===== src/hw/ptrlp_pkg.sv =====
package ptrlp_pkg;

    // Register byte offsets on the APB slave
    localparam logic [7:0]  OFF_LOOP_CNT   = 8'h00;
    localparam logic [7:0]  OFF_FRAME_DISP = 8'h04;
    localparam logic [7:0]  OFF_PTR_CTRL   = 8'h08;
    localparam logic [7:0]  OFF_FRAME_BASE = 8'h0C;
    localparam logic [7:0]  OFF_PTR_STATUS = 8'h10;

    // Reset values
    localparam logic [15:0] RST_LOOP_CNT   = 16'h0000;
    localparam logic [7:0]  RST_FRAME_DISP = 8'h00;
    localparam logic [15:0] RST_PTR_CTRL   = 16'h001C;
    localparam logic [15:0] RST_FRAME_BASE = 16'h0000;

    // Pointer control field positions
    localparam int SRC_SEL_LSB   = 0;
    localparam int WBS_ZERO_BIT  = 2;
    localparam int WBS_ONE_BIT   = 3;
    localparam int WBS_FRAME_BIT = 4;
    localparam int CTRL_USED_MSB = 4;

    // Status register field positions
    localparam int STAT_ACTIVE_BIT = 0;
    localparam int STAT_SEL_LSB    = 1;
    localparam int STAT_WORD_BIT   = 3;

    // Source select codes
    localparam logic [1:0] SEL_DP_ZERO = 2'h0;
    localparam logic [1:0] SEL_DP_ONE  = 2'h1;
    localparam logic [1:0] SEL_FRAME   = 2'h2;
    localparam logic [1:0] SEL_RSVD    = 2'h3;

    // Target of an instruction register write
    typedef enum logic [2:0] {
        TGT_NONE       = 3'b000,
        TGT_DP_ZERO    = 3'b001,
        TGT_DP_ONE     = 3'b010,
        TGT_FRAME_BASE = 3'b011,
        TGT_FRAME_DISP = 3'b100,
        TGT_PTR_CTRL   = 3'b101,
        TGT_LOOP_CNT   = 3'b110
    } ptrlp_target_t;

    // One core request per cycle
    typedef struct packed {
        logic          loop_pass;   // Loop pass completed
        logic          fp_access;   // Frame pointer access with stepping
        logic          fp_write;    // 1 write (pre-step), 0 read (post-step)
        logic          step_down;   // 1 decrement, 0 increment
        ptrlp_target_t wr_target;
        logic [15:0]   wr_data;
    } ptrlp_core_req_t;

    // APB response bundle
    typedef struct packed {
        logic        pready;
        logic        pslverr;
        logic [31:0] prdata;
    } ptrlp_apb_rsp_t;

endpackage : ptrlp_pkg


===== src/hw/ptrlp_frame_step.sv =====
`timescale 1ns/10ps
`default_nettype none

module ptrlp_frame_step (
    // Frame registers
    input  wire logic [15:0] base_in,
    input  wire logic [7:0]  disp_in,
    // Step control
    input  wire logic        write_in,
    input  wire logic        down_in,
    // Results
    output logic      [7:0]  disp_step_out,
    output logic      [15:0] addr_now_out,
    output logic      [15:0] addr_access_out
);

    logic [7:0] stepped;

    // Stepped displacement, wraps in 8 bits
    assign stepped       = down_in ? disp_in - 8'h01 : disp_in + 8'h01;
    assign disp_step_out = stepped;

    // Unsigned base plus displacement
    assign addr_now_out = base_in + {8'h00, disp_in};

    // Write uses stepped value, read uses old value
    assign addr_access_out = write_in ? base_in + {8'h00, stepped}
                                      : addr_now_out;

endmodule : ptrlp_frame_step

`default_nettype wire


===== src/hw/ptrlp_regs.sv =====
// Function
// - Second loop counter is 16 bits, cleared to zero by any reset.
// - Each completed loop pass decrements the second loop counter by one.
// - Second loop counter value serves as branch loop-control condition.
// - Frame displacement is 8 bits, cleared to zero by any reset.
// - Frame pointer equals unsigned sum of frame base and displacement.
// - Stepped frame pointer write adjusts displacement before the access.
// - Stepped frame pointer read adjusts displacement after the access.
// - Pointer control is 16 bits, reset value 001Ch.
// - Control bits 1:0 choose load source: 00 dp0, 01 dp1, 10 frame.
// - Reserved select code 11 acts as frame pointer selection.
// - Writing a pointer or control register makes that pointer the active source.
// - Auto stepping never changes select bits nor activates the pointer.
// - Control bits 2,3,4 set word mode for dp0, dp1, frame pointer.
// - Control bits 15 to 5 are reserved and read zero.
`timescale 1ns/10ps
`default_nettype none

module ptrlp_regs (
    // Clock and reset
    input  wire logic                      core_clk_in,
    input  wire logic                      rst_n_in,
    // APB slave
    input  wire logic                      psel_in,
    input  wire logic                      penable_in,
    input  wire logic                      pwrite_in,
    input  wire logic [7:0]                paddr_in,
    input  wire logic [31:0]               pwdata_in,
    output logic                           pready_out,
    output logic                           pslverr_out,
    output logic      [31:0]               prdata_out,
    // Core requests
    input  wire ptrlp_pkg::ptrlp_core_req_t core_req_in,
    // Core view of the registers
    output logic      [15:0]               loop_count_out,
    output logic                           loop_nonzero_out,
    output logic      [15:0]               frame_pointer_out,
    output logic      [15:0]               fp_access_addr_out,
    output logic      [1:0]                source_sel_out,
    output logic                           source_active_out,
    output logic                           source_word_out
);

    localparam int CTRL_W = ptrlp_pkg::CTRL_USED_MSB + 1;

    // All module state
    typedef struct packed {
        logic [15:0]             loop_cnt;
        logic [7:0]              disp;
        logic [15:0]             base;
        logic [CTRL_W-1:0]       ctrl;
        logic                    active;
        logic [15:0]             fp;
        logic [15:0]             fp_addr;
        logic                    loop_nz;
        logic [1:0]              eff_sel;
        logic                    eff_word;
        ptrlp_pkg::ptrlp_apb_rsp_t rsp;
    } ptrlp_state_t;

    ptrlp_state_t state_r;
    ptrlp_state_t state_nxt;

    logic        apb_access;
    logic        apb_commit;
    logic        apb_wr;
    logic        apb_mapped;
    logic [7:0]  disp_step;
    logic [15:0] addr_now;
    logic [15:0] addr_access;
    logic [15:0] ctrl_full;
    logic [15:0] status_word;

    // Frame pointer arithmetic
    ptrlp_frame_step u_step (
        .base_in         (state_r.base),
        .disp_in         (state_r.disp),
        .write_in        (core_req_in.fp_write),
        .down_in         (core_req_in.step_down),
        .disp_step_out   (disp_step),
        .addr_now_out    (addr_now),
        .addr_access_out (addr_access)
    );

    // APB phase decode
    assign apb_access = psel_in & penable_in;
    assign apb_commit = apb_access & state_r.rsp.pready;
    assign apb_wr     = apb_commit & pwrite_in & apb_mapped;

    // Address map check
    always_comb begin
        case (paddr_in)
            ptrlp_pkg::OFF_LOOP_CNT,
            ptrlp_pkg::OFF_FRAME_DISP,
            ptrlp_pkg::OFF_PTR_CTRL,
            ptrlp_pkg::OFF_FRAME_BASE,
            ptrlp_pkg::OFF_PTR_STATUS: apb_mapped = 1'b1;
            default:                   apb_mapped = 1'b0;
        endcase
    end

    // Control readback, upper bits zero
    assign ctrl_full = {{(16 - CTRL_W){1'b0}}, state_r.ctrl};

    // Status readback
    assign status_word = {12'h000, state_r.eff_word, state_r.eff_sel, state_r.active};

    // Next state
    always_comb begin
        state_nxt = state_r;

        // Loop pass countdown
        if (core_req_in.loop_pass) begin
            state_nxt.loop_cnt = state_r.loop_cnt - 16'h0001;
        end

        // Frame pointer stepping, select bits untouched
        if (core_req_in.fp_access) begin
            state_nxt.disp    = disp_step;
            state_nxt.fp_addr = addr_access;
        end

        // Instruction writes activate their pointer
        case (core_req_in.wr_target)
            ptrlp_pkg::TGT_DP_ZERO: begin
                state_nxt.ctrl[1:0] = ptrlp_pkg::SEL_DP_ZERO;
                state_nxt.active    = 1'b1;
            end
            ptrlp_pkg::TGT_DP_ONE: begin
                state_nxt.ctrl[1:0] = ptrlp_pkg::SEL_DP_ONE;
                state_nxt.active    = 1'b1;
            end
            ptrlp_pkg::TGT_FRAME_BASE: begin
                state_nxt.base      = core_req_in.wr_data;
                state_nxt.ctrl[1:0] = ptrlp_pkg::SEL_FRAME;
                state_nxt.active    = 1'b1;
            end
            ptrlp_pkg::TGT_FRAME_DISP: begin
                state_nxt.disp      = core_req_in.wr_data[7:0];
                state_nxt.ctrl[1:0] = ptrlp_pkg::SEL_FRAME;
                state_nxt.active    = 1'b1;
            end
            ptrlp_pkg::TGT_PTR_CTRL: begin
                state_nxt.ctrl   = core_req_in.wr_data[CTRL_W-1:0];
                state_nxt.active = 1'b1;
            end
            ptrlp_pkg::TGT_LOOP_CNT: begin
                state_nxt.loop_cnt = core_req_in.wr_data;
            end
            default: begin
            end
        endcase

        // Software writes land last
        if (apb_wr) begin
            case (paddr_in)
                ptrlp_pkg::OFF_LOOP_CNT: begin
                    state_nxt.loop_cnt = pwdata_in[15:0];
                end
                ptrlp_pkg::OFF_FRAME_DISP: begin
                    state_nxt.disp      = pwdata_in[7:0];
                    state_nxt.ctrl[1:0] = ptrlp_pkg::SEL_FRAME;
                    state_nxt.active    = 1'b1;
                end
                ptrlp_pkg::OFF_PTR_CTRL: begin
                    state_nxt.ctrl   = pwdata_in[CTRL_W-1:0];
                    state_nxt.active = 1'b1;
                end
                ptrlp_pkg::OFF_FRAME_BASE: begin
                    state_nxt.base      = pwdata_in[15:0];
                    state_nxt.ctrl[1:0] = ptrlp_pkg::SEL_FRAME;
                    state_nxt.active    = 1'b1;
                end
                default: begin
                end
            endcase
        end

        // Registered views of the new values
        state_nxt.fp      = state_nxt.base + {8'h00, state_nxt.disp};
        state_nxt.loop_nz = (state_nxt.loop_cnt != 16'h0000);
        if (!core_req_in.fp_access) begin
            state_nxt.fp_addr = state_nxt.fp;
        end

        // Source decode, reserved code maps to frame
        case (state_nxt.ctrl[1:0])
            ptrlp_pkg::SEL_DP_ZERO: begin
                state_nxt.eff_sel  = ptrlp_pkg::SEL_DP_ZERO;
                state_nxt.eff_word = state_nxt.ctrl[ptrlp_pkg::WBS_ZERO_BIT];
            end
            ptrlp_pkg::SEL_DP_ONE: begin
                state_nxt.eff_sel  = ptrlp_pkg::SEL_DP_ONE;
                state_nxt.eff_word = state_nxt.ctrl[ptrlp_pkg::WBS_ONE_BIT];
            end
            default: begin
                state_nxt.eff_sel  = ptrlp_pkg::SEL_FRAME;
                state_nxt.eff_word = state_nxt.ctrl[ptrlp_pkg::WBS_FRAME_BIT];
            end
        endcase

        // APB answer after one wait state
        state_nxt.rsp.pready  = apb_access & ~state_r.rsp.pready;
        state_nxt.rsp.pslverr = apb_access & ~state_r.rsp.pready & ~apb_mapped;
        state_nxt.rsp.prdata  = 32'h0000_0000;
        if (apb_access && !state_r.rsp.pready && !pwrite_in) begin
            case (paddr_in)
                ptrlp_pkg::OFF_LOOP_CNT:   state_nxt.rsp.prdata = {16'h0000, state_r.loop_cnt};
                ptrlp_pkg::OFF_FRAME_DISP: state_nxt.rsp.prdata = {24'h000000, state_r.disp};
                ptrlp_pkg::OFF_PTR_CTRL:   state_nxt.rsp.prdata = {16'h0000, ctrl_full};
                ptrlp_pkg::OFF_FRAME_BASE: state_nxt.rsp.prdata = {16'h0000, state_r.base};
                ptrlp_pkg::OFF_PTR_STATUS: state_nxt.rsp.prdata = {16'h0000, status_word};
                default:                   state_nxt.rsp.prdata = 32'h0000_0000;
            endcase
        end
    end

    // State register with synchronous reset
    always_ff @(posedge core_clk_in) begin
        if (!rst_n_in) begin
            state_r.loop_cnt    <= ptrlp_pkg::RST_LOOP_CNT;
            state_r.disp        <= ptrlp_pkg::RST_FRAME_DISP;
            state_r.base        <= ptrlp_pkg::RST_FRAME_BASE;
            state_r.ctrl        <= ptrlp_pkg::RST_PTR_CTRL[CTRL_W-1:0];
            state_r.active      <= 1'b0;
            state_r.fp          <= ptrlp_pkg::RST_FRAME_BASE;
            state_r.fp_addr     <= ptrlp_pkg::RST_FRAME_BASE;
            state_r.loop_nz     <= 1'b0;
            state_r.eff_sel     <= ptrlp_pkg::SEL_DP_ZERO;
            state_r.eff_word    <= ptrlp_pkg::RST_PTR_CTRL[ptrlp_pkg::WBS_ZERO_BIT];
            state_r.rsp.pready  <= 1'b0;
            state_r.rsp.pslverr <= 1'b0;
            state_r.rsp.prdata  <= 32'h0000_0000;
        end else begin
            state_r <= state_nxt;
        end
    end

    // Outputs straight from state
    assign pready_out         = state_r.rsp.pready;
    assign pslverr_out        = state_r.rsp.pslverr;
    assign prdata_out         = state_r.rsp.prdata;
    assign loop_count_out     = state_r.loop_cnt;
    assign loop_nonzero_out   = state_r.loop_nz;
    assign frame_pointer_out  = state_r.fp;
    assign fp_access_addr_out = state_r.fp_addr;
    assign source_sel_out     = state_r.eff_sel;
    assign source_active_out  = state_r.active;
    assign source_word_out    = state_r.eff_word;

endmodule : ptrlp_regs

`default_nettype wire


===== config.mk =====
export PLATFORM = sky130hd
export DESIGN_NAME = ptrlp_regs
export DESIGN_NICKNAME = d
export VERILOG_FILES = /design/src/hw/ptrlp_pkg.sv /design/src/hw/ptrlp_frame_step.sv /design/src/hw/ptrlp_regs.sv
export SDC_FILE = /design/constraint.sdc
export NUM_CORES = 1
export LEC_CHECK = 0
export ABC_AREA = 1
export BUFFER_PORTS_ARGS = -buffer_cell sky130_fd_sc_hd__buf_2
export CORE_AREA = 2 2 127 129
export CTS_CLUSTER_SIZE = 20
export DETAILED_ROUTE_END_ITERATION = 16
export DIE_AREA = 0 0 129 131
export PLACE_DENSITY = 0.79
export SYNTH_ARGS = -nofsm -noshare
export SYNTH_HDL_FRONTEND = slang
export SYNTH_SLANG_ARGS = --single-unit

===== constraint.sdc =====
create_clock -name core_clk_in -period 3.45 [get_ports core_clk_in]
set_input_delay 0.345 -clock core_clk_in [delete_from_list [all_inputs] [get_ports core_clk_in]]
set_output_delay 0.345 -clock core_clk_in [all_outputs]
set_load 0.02 [all_outputs]

==> flow_summary.yaml, run 1 <==
sta:
  setup_viol: 0
  finalCritPeriodShare: 0.958
  fmax_mhz: 302
  clock-skew-final_ns: 0.00948
  drv_slew: 0
  slew_headroom: 0.483
  min_period_ns: 3.31
  hold_viol: 0
  rsz0062_at_grt: "yes"
  worstMarginPinSlew_ns: 0.773
setup_path:
  cp.arrival_ns: 3.57
  startpoint_type: "flop"
  criticalPathCategory: "flop to flop"
  rr_worst_depth: 22
  worst-path-max-fanout: 5
  r2r_end: "fp_access_addr_out[12]"
  r2r-start: "state_r[93]"
  worstSetupEndpointType: "flop"
  ff2ff_setup_slack_ns: 0.14
  required_ns: 3.71
clock_tree:
  clock_latency_ns: 0.36
  clk_pin_slew_worst_paths_ns: 0.07
  cts-buffers-inserted: 9
  clockBufferDepth: 2
  cts_tree: "yes"
  root_buffer: "clkbuf_16"
  htreeDepth: 3
  cts.sinks: 100
  ctsHoldBuffers: 0
synth:
  ys_warn_count: 0
  synth_top_flop_cell: "dfxtp_1"
  synth_cell_type_count: 50
  yosysSeqAreaShare: 0.291
  synth-async-reset-ratio: 0
  ys_ff_latch: 100
  syn_area_per_cell_sq_um: 6.69
  synth_edf_count: 0
  synth_area_sq_um: 6880
  netlist_instances: 1029
die:
  die_area_sq_um: 16900
  placementRows: 46
  coreArea_sq_um: 15600
  fp.dieW_um: 129
  ioPinCount: 155
  initial_utilization: 0.441
  die_y_um: 131
global_route:
  grt_util_met1: 0.291
  grt_pass1_vias: 6059
  grt_max_degree: 69
  busiest_layer: "met2"
  grt_pass1_wl_um: 29600
  antenna_found_initial: 2
  grtUsageMet2: 0.359
  grt-ovfl-total: 0
  track_usage: 0.224
  grt_use_met3: 0.0554
placed_design:
  placed_cell_area_sq_um: 7330
  placed_cells: 1308
  dpl.hpwl_um: 14700
  portBuffers: 122
  globalplace.congestion: 0.965
worst_hold_path:
  hold_depth: 3
  holdCritStartpoint: "penable_in"
  min_to: "pslverr_out"
  hold_path_class: "primary input to flop"
pwr:
  power_density_nw_per_um2: 432
  peakVddDrop_v: 0.000305
  fin_total_pwr_mw: 3.31
  leakagePower_nw: 3.93
detailed_routing:
  drt_iter0_markers: 746
  post_drt_wl_per_cell_um: 14.3
  wirelength_um: 19000
  drc_errors: 0
  drtPass1Iterations: 5
  num_vias: 6532
  routed_via_density: 4.92
  drtAntennaViolNets: 0
cells_and_area:
  finalInstanceArea_sq_um: 7660
  fin_cells: 1328
  fin_nets: 1200
  drive_gt1_frac: 0.214
  area_delta_synth_final_pct: 11.3
outcome:
  outcome: "finished, final reports clean"
flow_run:
  drv_cap: 0
-- critical path, stage by stage (launching register included) --
cell and delay [ns]:
dfxtp_2 0.37, inv_1 0.11, fa_1 0.42, buf_4 0.15
xnor2_1 0.13, nand2_1 0.06, o21ai_0 0.08, a21oi_1 0.19
a21oi_1 0.13, ha_1 0.33, inv_1 0.07, o31ai_2 0.29
inv_1 0.06, nor2_1 0.13, nand3_2 0.09, nand2_2 0.09
nand2_1 0.09, nand2_2 0.11, nand2_1 0.06, nand2_1 0.08
nand3_1 0.07, nand2_1 0.07, inv_1 0.04
-- cells in the final DEF (no fill, tap or decap), drive strengths merged, types with 8 or more instances in the layout --
master	n
ha	23
xor2	21
nand3	54
inv	157
nand2	219
a21oi	64
buf	160
nor3	9
dfxtp	100
o21ai	91
nor2	110
clkbuf	11
conb	16
xnor2	8
-- sequential cells by signal (all words and copies together), names as in the netlist --
register / cells
prdata_out: 16
state_r: 24
loop_nonzero_out: 1
pslverr_out: 1
frame_pointer_out: 16
ctrl_full: 5
source_word_out: 1
loop_count_out: 16
source_active_out: 1
pready_out: 1
source_sel_out: 2
fp_access_addr_out: 16
-- cells by family (layout without fill, tap and decap cells) --
group / after synthesis / after routing / share of synthesized area
and+or+nand+nor: 408 / 408 / 0.263
buffers and inverters: 267 / 334 / 0.195
AOI/OAI and AO/OA: 196 / 196 / 0.160
DFF: 100 / 100 / 0.291
xor gates and xnor gates: 29 / 29 / 0.0369
adders and majority gates: 26 / 26 / 0.0506
muxes: 2 / 2 / 0.00291
other: 1 / 17 / 0.000545
-- worst max-delay path by stage --
stage	from	endpoint	slack (ns)	cells past startpoint
finish	state_r[93]	fp_access_addr_out[12]	0.14	22
detailed placement	core_req_in[19]	fp_access_addr_out[11]	-0.04	22
CTS	state_r[93]	fp_access_addr_out[12]	0.04	21
floorplan	paddr_in[6]	fp_access_addr_out[12]	0.08	26
global route	state_r[94]	fp_access_addr_out[15]	-0.02	22
global placement	core_req_in[19]	fp_access_addr_out[12]	0.03	22
-- synthesized netlist by cell type (6+ instances only) --
library cell  number  area [sq um]
nand2_2           14          87.6
nand3_1           47           235
xor2_1            21           184
ha_1              23           288
buf_2              6          30.0
nor3_1             8          40.0
inv_1            145           544
nand3_2            7          70.1
a21oi_1           64           320
nand4_1            7          43.8
a31oi_1            7          43.8
nand2_1          203           762
xnor2_1            8          70.1
dfxtp_1          100          2000
clkbuf_1          18          67.6
inv_2             11          41.3
buf_4             82           616
o21ai_0           82           410
nor2_1           101           379
-- report_power, final --
part / total [mW] / leakage (nW) / switching (mW) / internal (mW)
registers: 1.32 / 0.821 / 0.0696 / 1.25
logic: 1.03 / 2.99 / 0.644 / 0.386
clock network: 0.955 / 0.126 / 0.463 / 0.492
-- layout make-up --
class | count | area [sq um]
Inverter | 158 | 593
Clock buffer | 11 | 233
Timing Repair Buffer | 160 | 896
Fill cell | 1554 | 7940
Clock inverter | 5 | 37.5
Multi-Input combinational cell | 677 | 3620
Antenna cell | 1 | 2.50
Tap cell | 216 | 270
Sequential cell | 100 | 2000
-- metrics by stage --
step / hold slack (ns) / util / setup slack, ns / setup TNS (ns)
after floorplan: 0.444 / - / 0.0783 / 0
after detailed placement: 0.468 / 0.470 / -0.0371 / -0.107
after CTS: 0.262 / 0.488 / 0.0360 / 0
final: 0.272 / 0.491 / 0.144 / 0
after global placement: 0.465 / 0.470 / 0.0286 / 0
after global routing: 0.280 / 0.491 / -0.0227 / -0.0311
-- repair_timing --
| item | in CTS | in global routing |
|---|---|---|
| pin swaps | 0 | 2 |
| gates resized for setup | 1 | 15 |
| buffers inserted | 0 | 3 |
| setup endpoints to repair | 1 | 18 |
-- layer usage --
layer	share of wire	routed length, um	up-vias
met5	0.00084	16	-
met3	0.088	1670	36
li1	-	-	3326
met2	0.44	8420	251
met1	0.44	8340	2917
met4	0.029	542	2
Note: power is estimated with default switching activity, not from simulation.
==> run 2: changes to the inputs <==
--- a/config.mk
+++ b/config.mk
@@ -11,7 +11,7 @@
 export CTS_CLUSTER_SIZE = 20
 export DETAILED_ROUTE_END_ITERATION = 16
 export DIE_AREA = 0 0 129 131
-export PLACE_DENSITY = 0.79
+export PLACE_DENSITY = 0.77
 export SYNTH_ARGS = -nofsm -noshare
 export SYNTH_HDL_FRONTEND = slang
 export SYNTH_SLANG_ARGS = --single-unit
==> constraint.sdc (replaced) <==
create_clock -name core_clk_in -period 3.4 [get_ports core_clk_in]
set_input_delay 0.34 -clock core_clk_in [delete_from_list [all_inputs] [get_ports core_clk_in]]
set_output_delay 0.34 -clock core_clk_in [all_outputs]
set_load 0.02 [all_outputs]
==> flow_summary.yaml, run 2 (synthesized netlist as in run 1, its figures left out) <==
die:
  ioPinCount: 155
  fp.dieW_um: 129
  placementRows: 46
  initial_utilization: 0.441
  die_y_um: 131
  coreArea_sq_um: 15600
  die_area_sq_um: 16900
clock_tree:
  cts.sinks: 100
  cts_tree: "yes"
  htreeDepth: 3
  clockBufferDepth: 2
  clock_latency_ns: 0.36
  root_buffer: "clkbuf_16"
  clk_pin_slew_worst_paths_ns: 0.07
  cts-buffers-inserted: 9
  ctsHoldBuffers: 0
global_route:
  grt_max_degree: 69
  grt_pass1_vias: 6048
  antenna_found_initial: 1
  grt_pass1_wl_um: 29800
  track_usage: 0.226
  grt-ovfl-total: 0
sta:
  worstMarginPinSlew_ns: 0.789
  min_period_ns: 3.24
  fmax_mhz: 309
  clock-skew-final_ns: 0.0113
  slew_headroom: 0.474
  whs_ns: 0.246
  finalCritPeriodShare: 0.953
  drv_slew: 0
  hold_viol: 0
  setup_viol: 0
detailed_routing:
  drtAntennaViolNets: 0
  drt_iter0_markers: 640
  routed_via_density: 5.03
  post_drt_wl_per_cell_um: 14.7
  drtPass1Iterations: 6
  drc_errors: 0
  num_vias: 6664
  wirelength_um: 19500
setup_path:
  startpoint_type: "flop"
  required_ns: 3.66
  worstSetupEndpointType: "flop"
  cp.arrival_ns: 3.50
  worst-path-max-fanout: 4
  criticalPathCategory: "flop to flop"
cells_and_area:
  top_register: "state_r"
  largest_reg_flops: 24
  area_delta_synth_final_pct: 11.7
  n_antenna_cell: 0
  final_util: 0.492
  drive_gt1_frac: 0.216
  mostFrequentLayoutCell: "nand2_1"
  fin_nets: 1197
  layout_common_cells: "nand2_1 (203), inv_1 (144), buf_2 (122)"
worst_hold_path:
  hold_path_class: "primary input to flop"
pwr:
  power_density_nw_per_um2: 445
  leakagePower_nw: 3.93
  peakVddDrop_v: 0.000271
placed_design:
  globalplace.congestion: 0.950
  portBuffers: 122
  dpl.hpwl_um: 15000
flow_run:
  drv_cap: 0
outcome:
  outcome: "finished, final reports clean"
[run 2: cell type report]
| class | count | area (sq um) |
|---|---|---|
| inverter | 158 | 593 |
| clock inverter | 5 | 42.5 |
| multi-input combinational | 677 | 3660 |
| sequential | 100 | 2000 |
| clock buffer | 11 | 243 |
| fill | 1585 | 7920 |
| timing repair buffer | 157 | 873 |
| tap | 216 | 270 |
[run 2: where the power goes]
group / internal (mW) / total, mW / switching [mW]
registers: 1.27 / 1.34 / 0.0715
logic: 0.392 / 1.06 / 0.668
clock network: 0.525 / 1.02 / 0.490
total: 2.19 / 3.42 / 1.23
[run 2: layer usage]
metal	share of wire	up-vias	GRT usage
met4	0.019	2	0.0691
met5	0.00067	-	0
met2	0.47	277	0.379
li1	-	3328	-
met1	0.44	3031	0.294
met3	0.076	26	0.0436
[run 2: final timing paths]
path,from,end,slack [ns],depth (start not counted)
worst max-delay path,state_r[92],fp_access_addr_out[11],0.16,21
worst min register to register,pready_out,pslverr_out,0.48,1
worst max register to register,state_r[92],fp_access_addr_out[11],0.16,21
worst min-delay path,penable_in,pslverr_out,0.25,3
[run 2: critical path, stage by stage (launching register included)]
cell	delay (ns)
dfxtp_1	0.34
inv_1	0.09
fa_2	0.40
xnor2_1	0.15
nand2_1	0.07
o21ai_0	0.13
a21oi_1	0.25
a21oi_1	0.12
ha_1	0.34
inv_1	0.10
o21bai_2	0.18
nand3_1	0.13
a21boi_1	0.15
nand3_1	0.11
nand2_2	0.11
nand2_2	0.07
nand2_2	0.08
nand2_1	0.06
nand2_1	0.07
nand3_1	0.08
nand2_1	0.09
inv_1	0.04
[run 2: per-stage QoR]
stage	instance area [sq um]	instances	total power, mW	setup TNS, ns	setup slack, ns
2_1_floorplan	6940	1044	2.15	0	0.0333
6_report	7680	1324	3.42	0	0.159
3_5_place_dp	7320	1307	2.37	-0.227	-0.0787
4_1_cts	7610	1323	3.38	0	0.0593
3_3_place_gp	7320	1307	2.36	-0.00236	-0.00236
5_1_grt	7680	1324	3.60	-0.190	-0.0855
[run 2: timing repair]
item,4_1_cts,5_1_grt
setup buffers,0,1
endpoints found under the setup margin,0,20
resized for setup,0,23
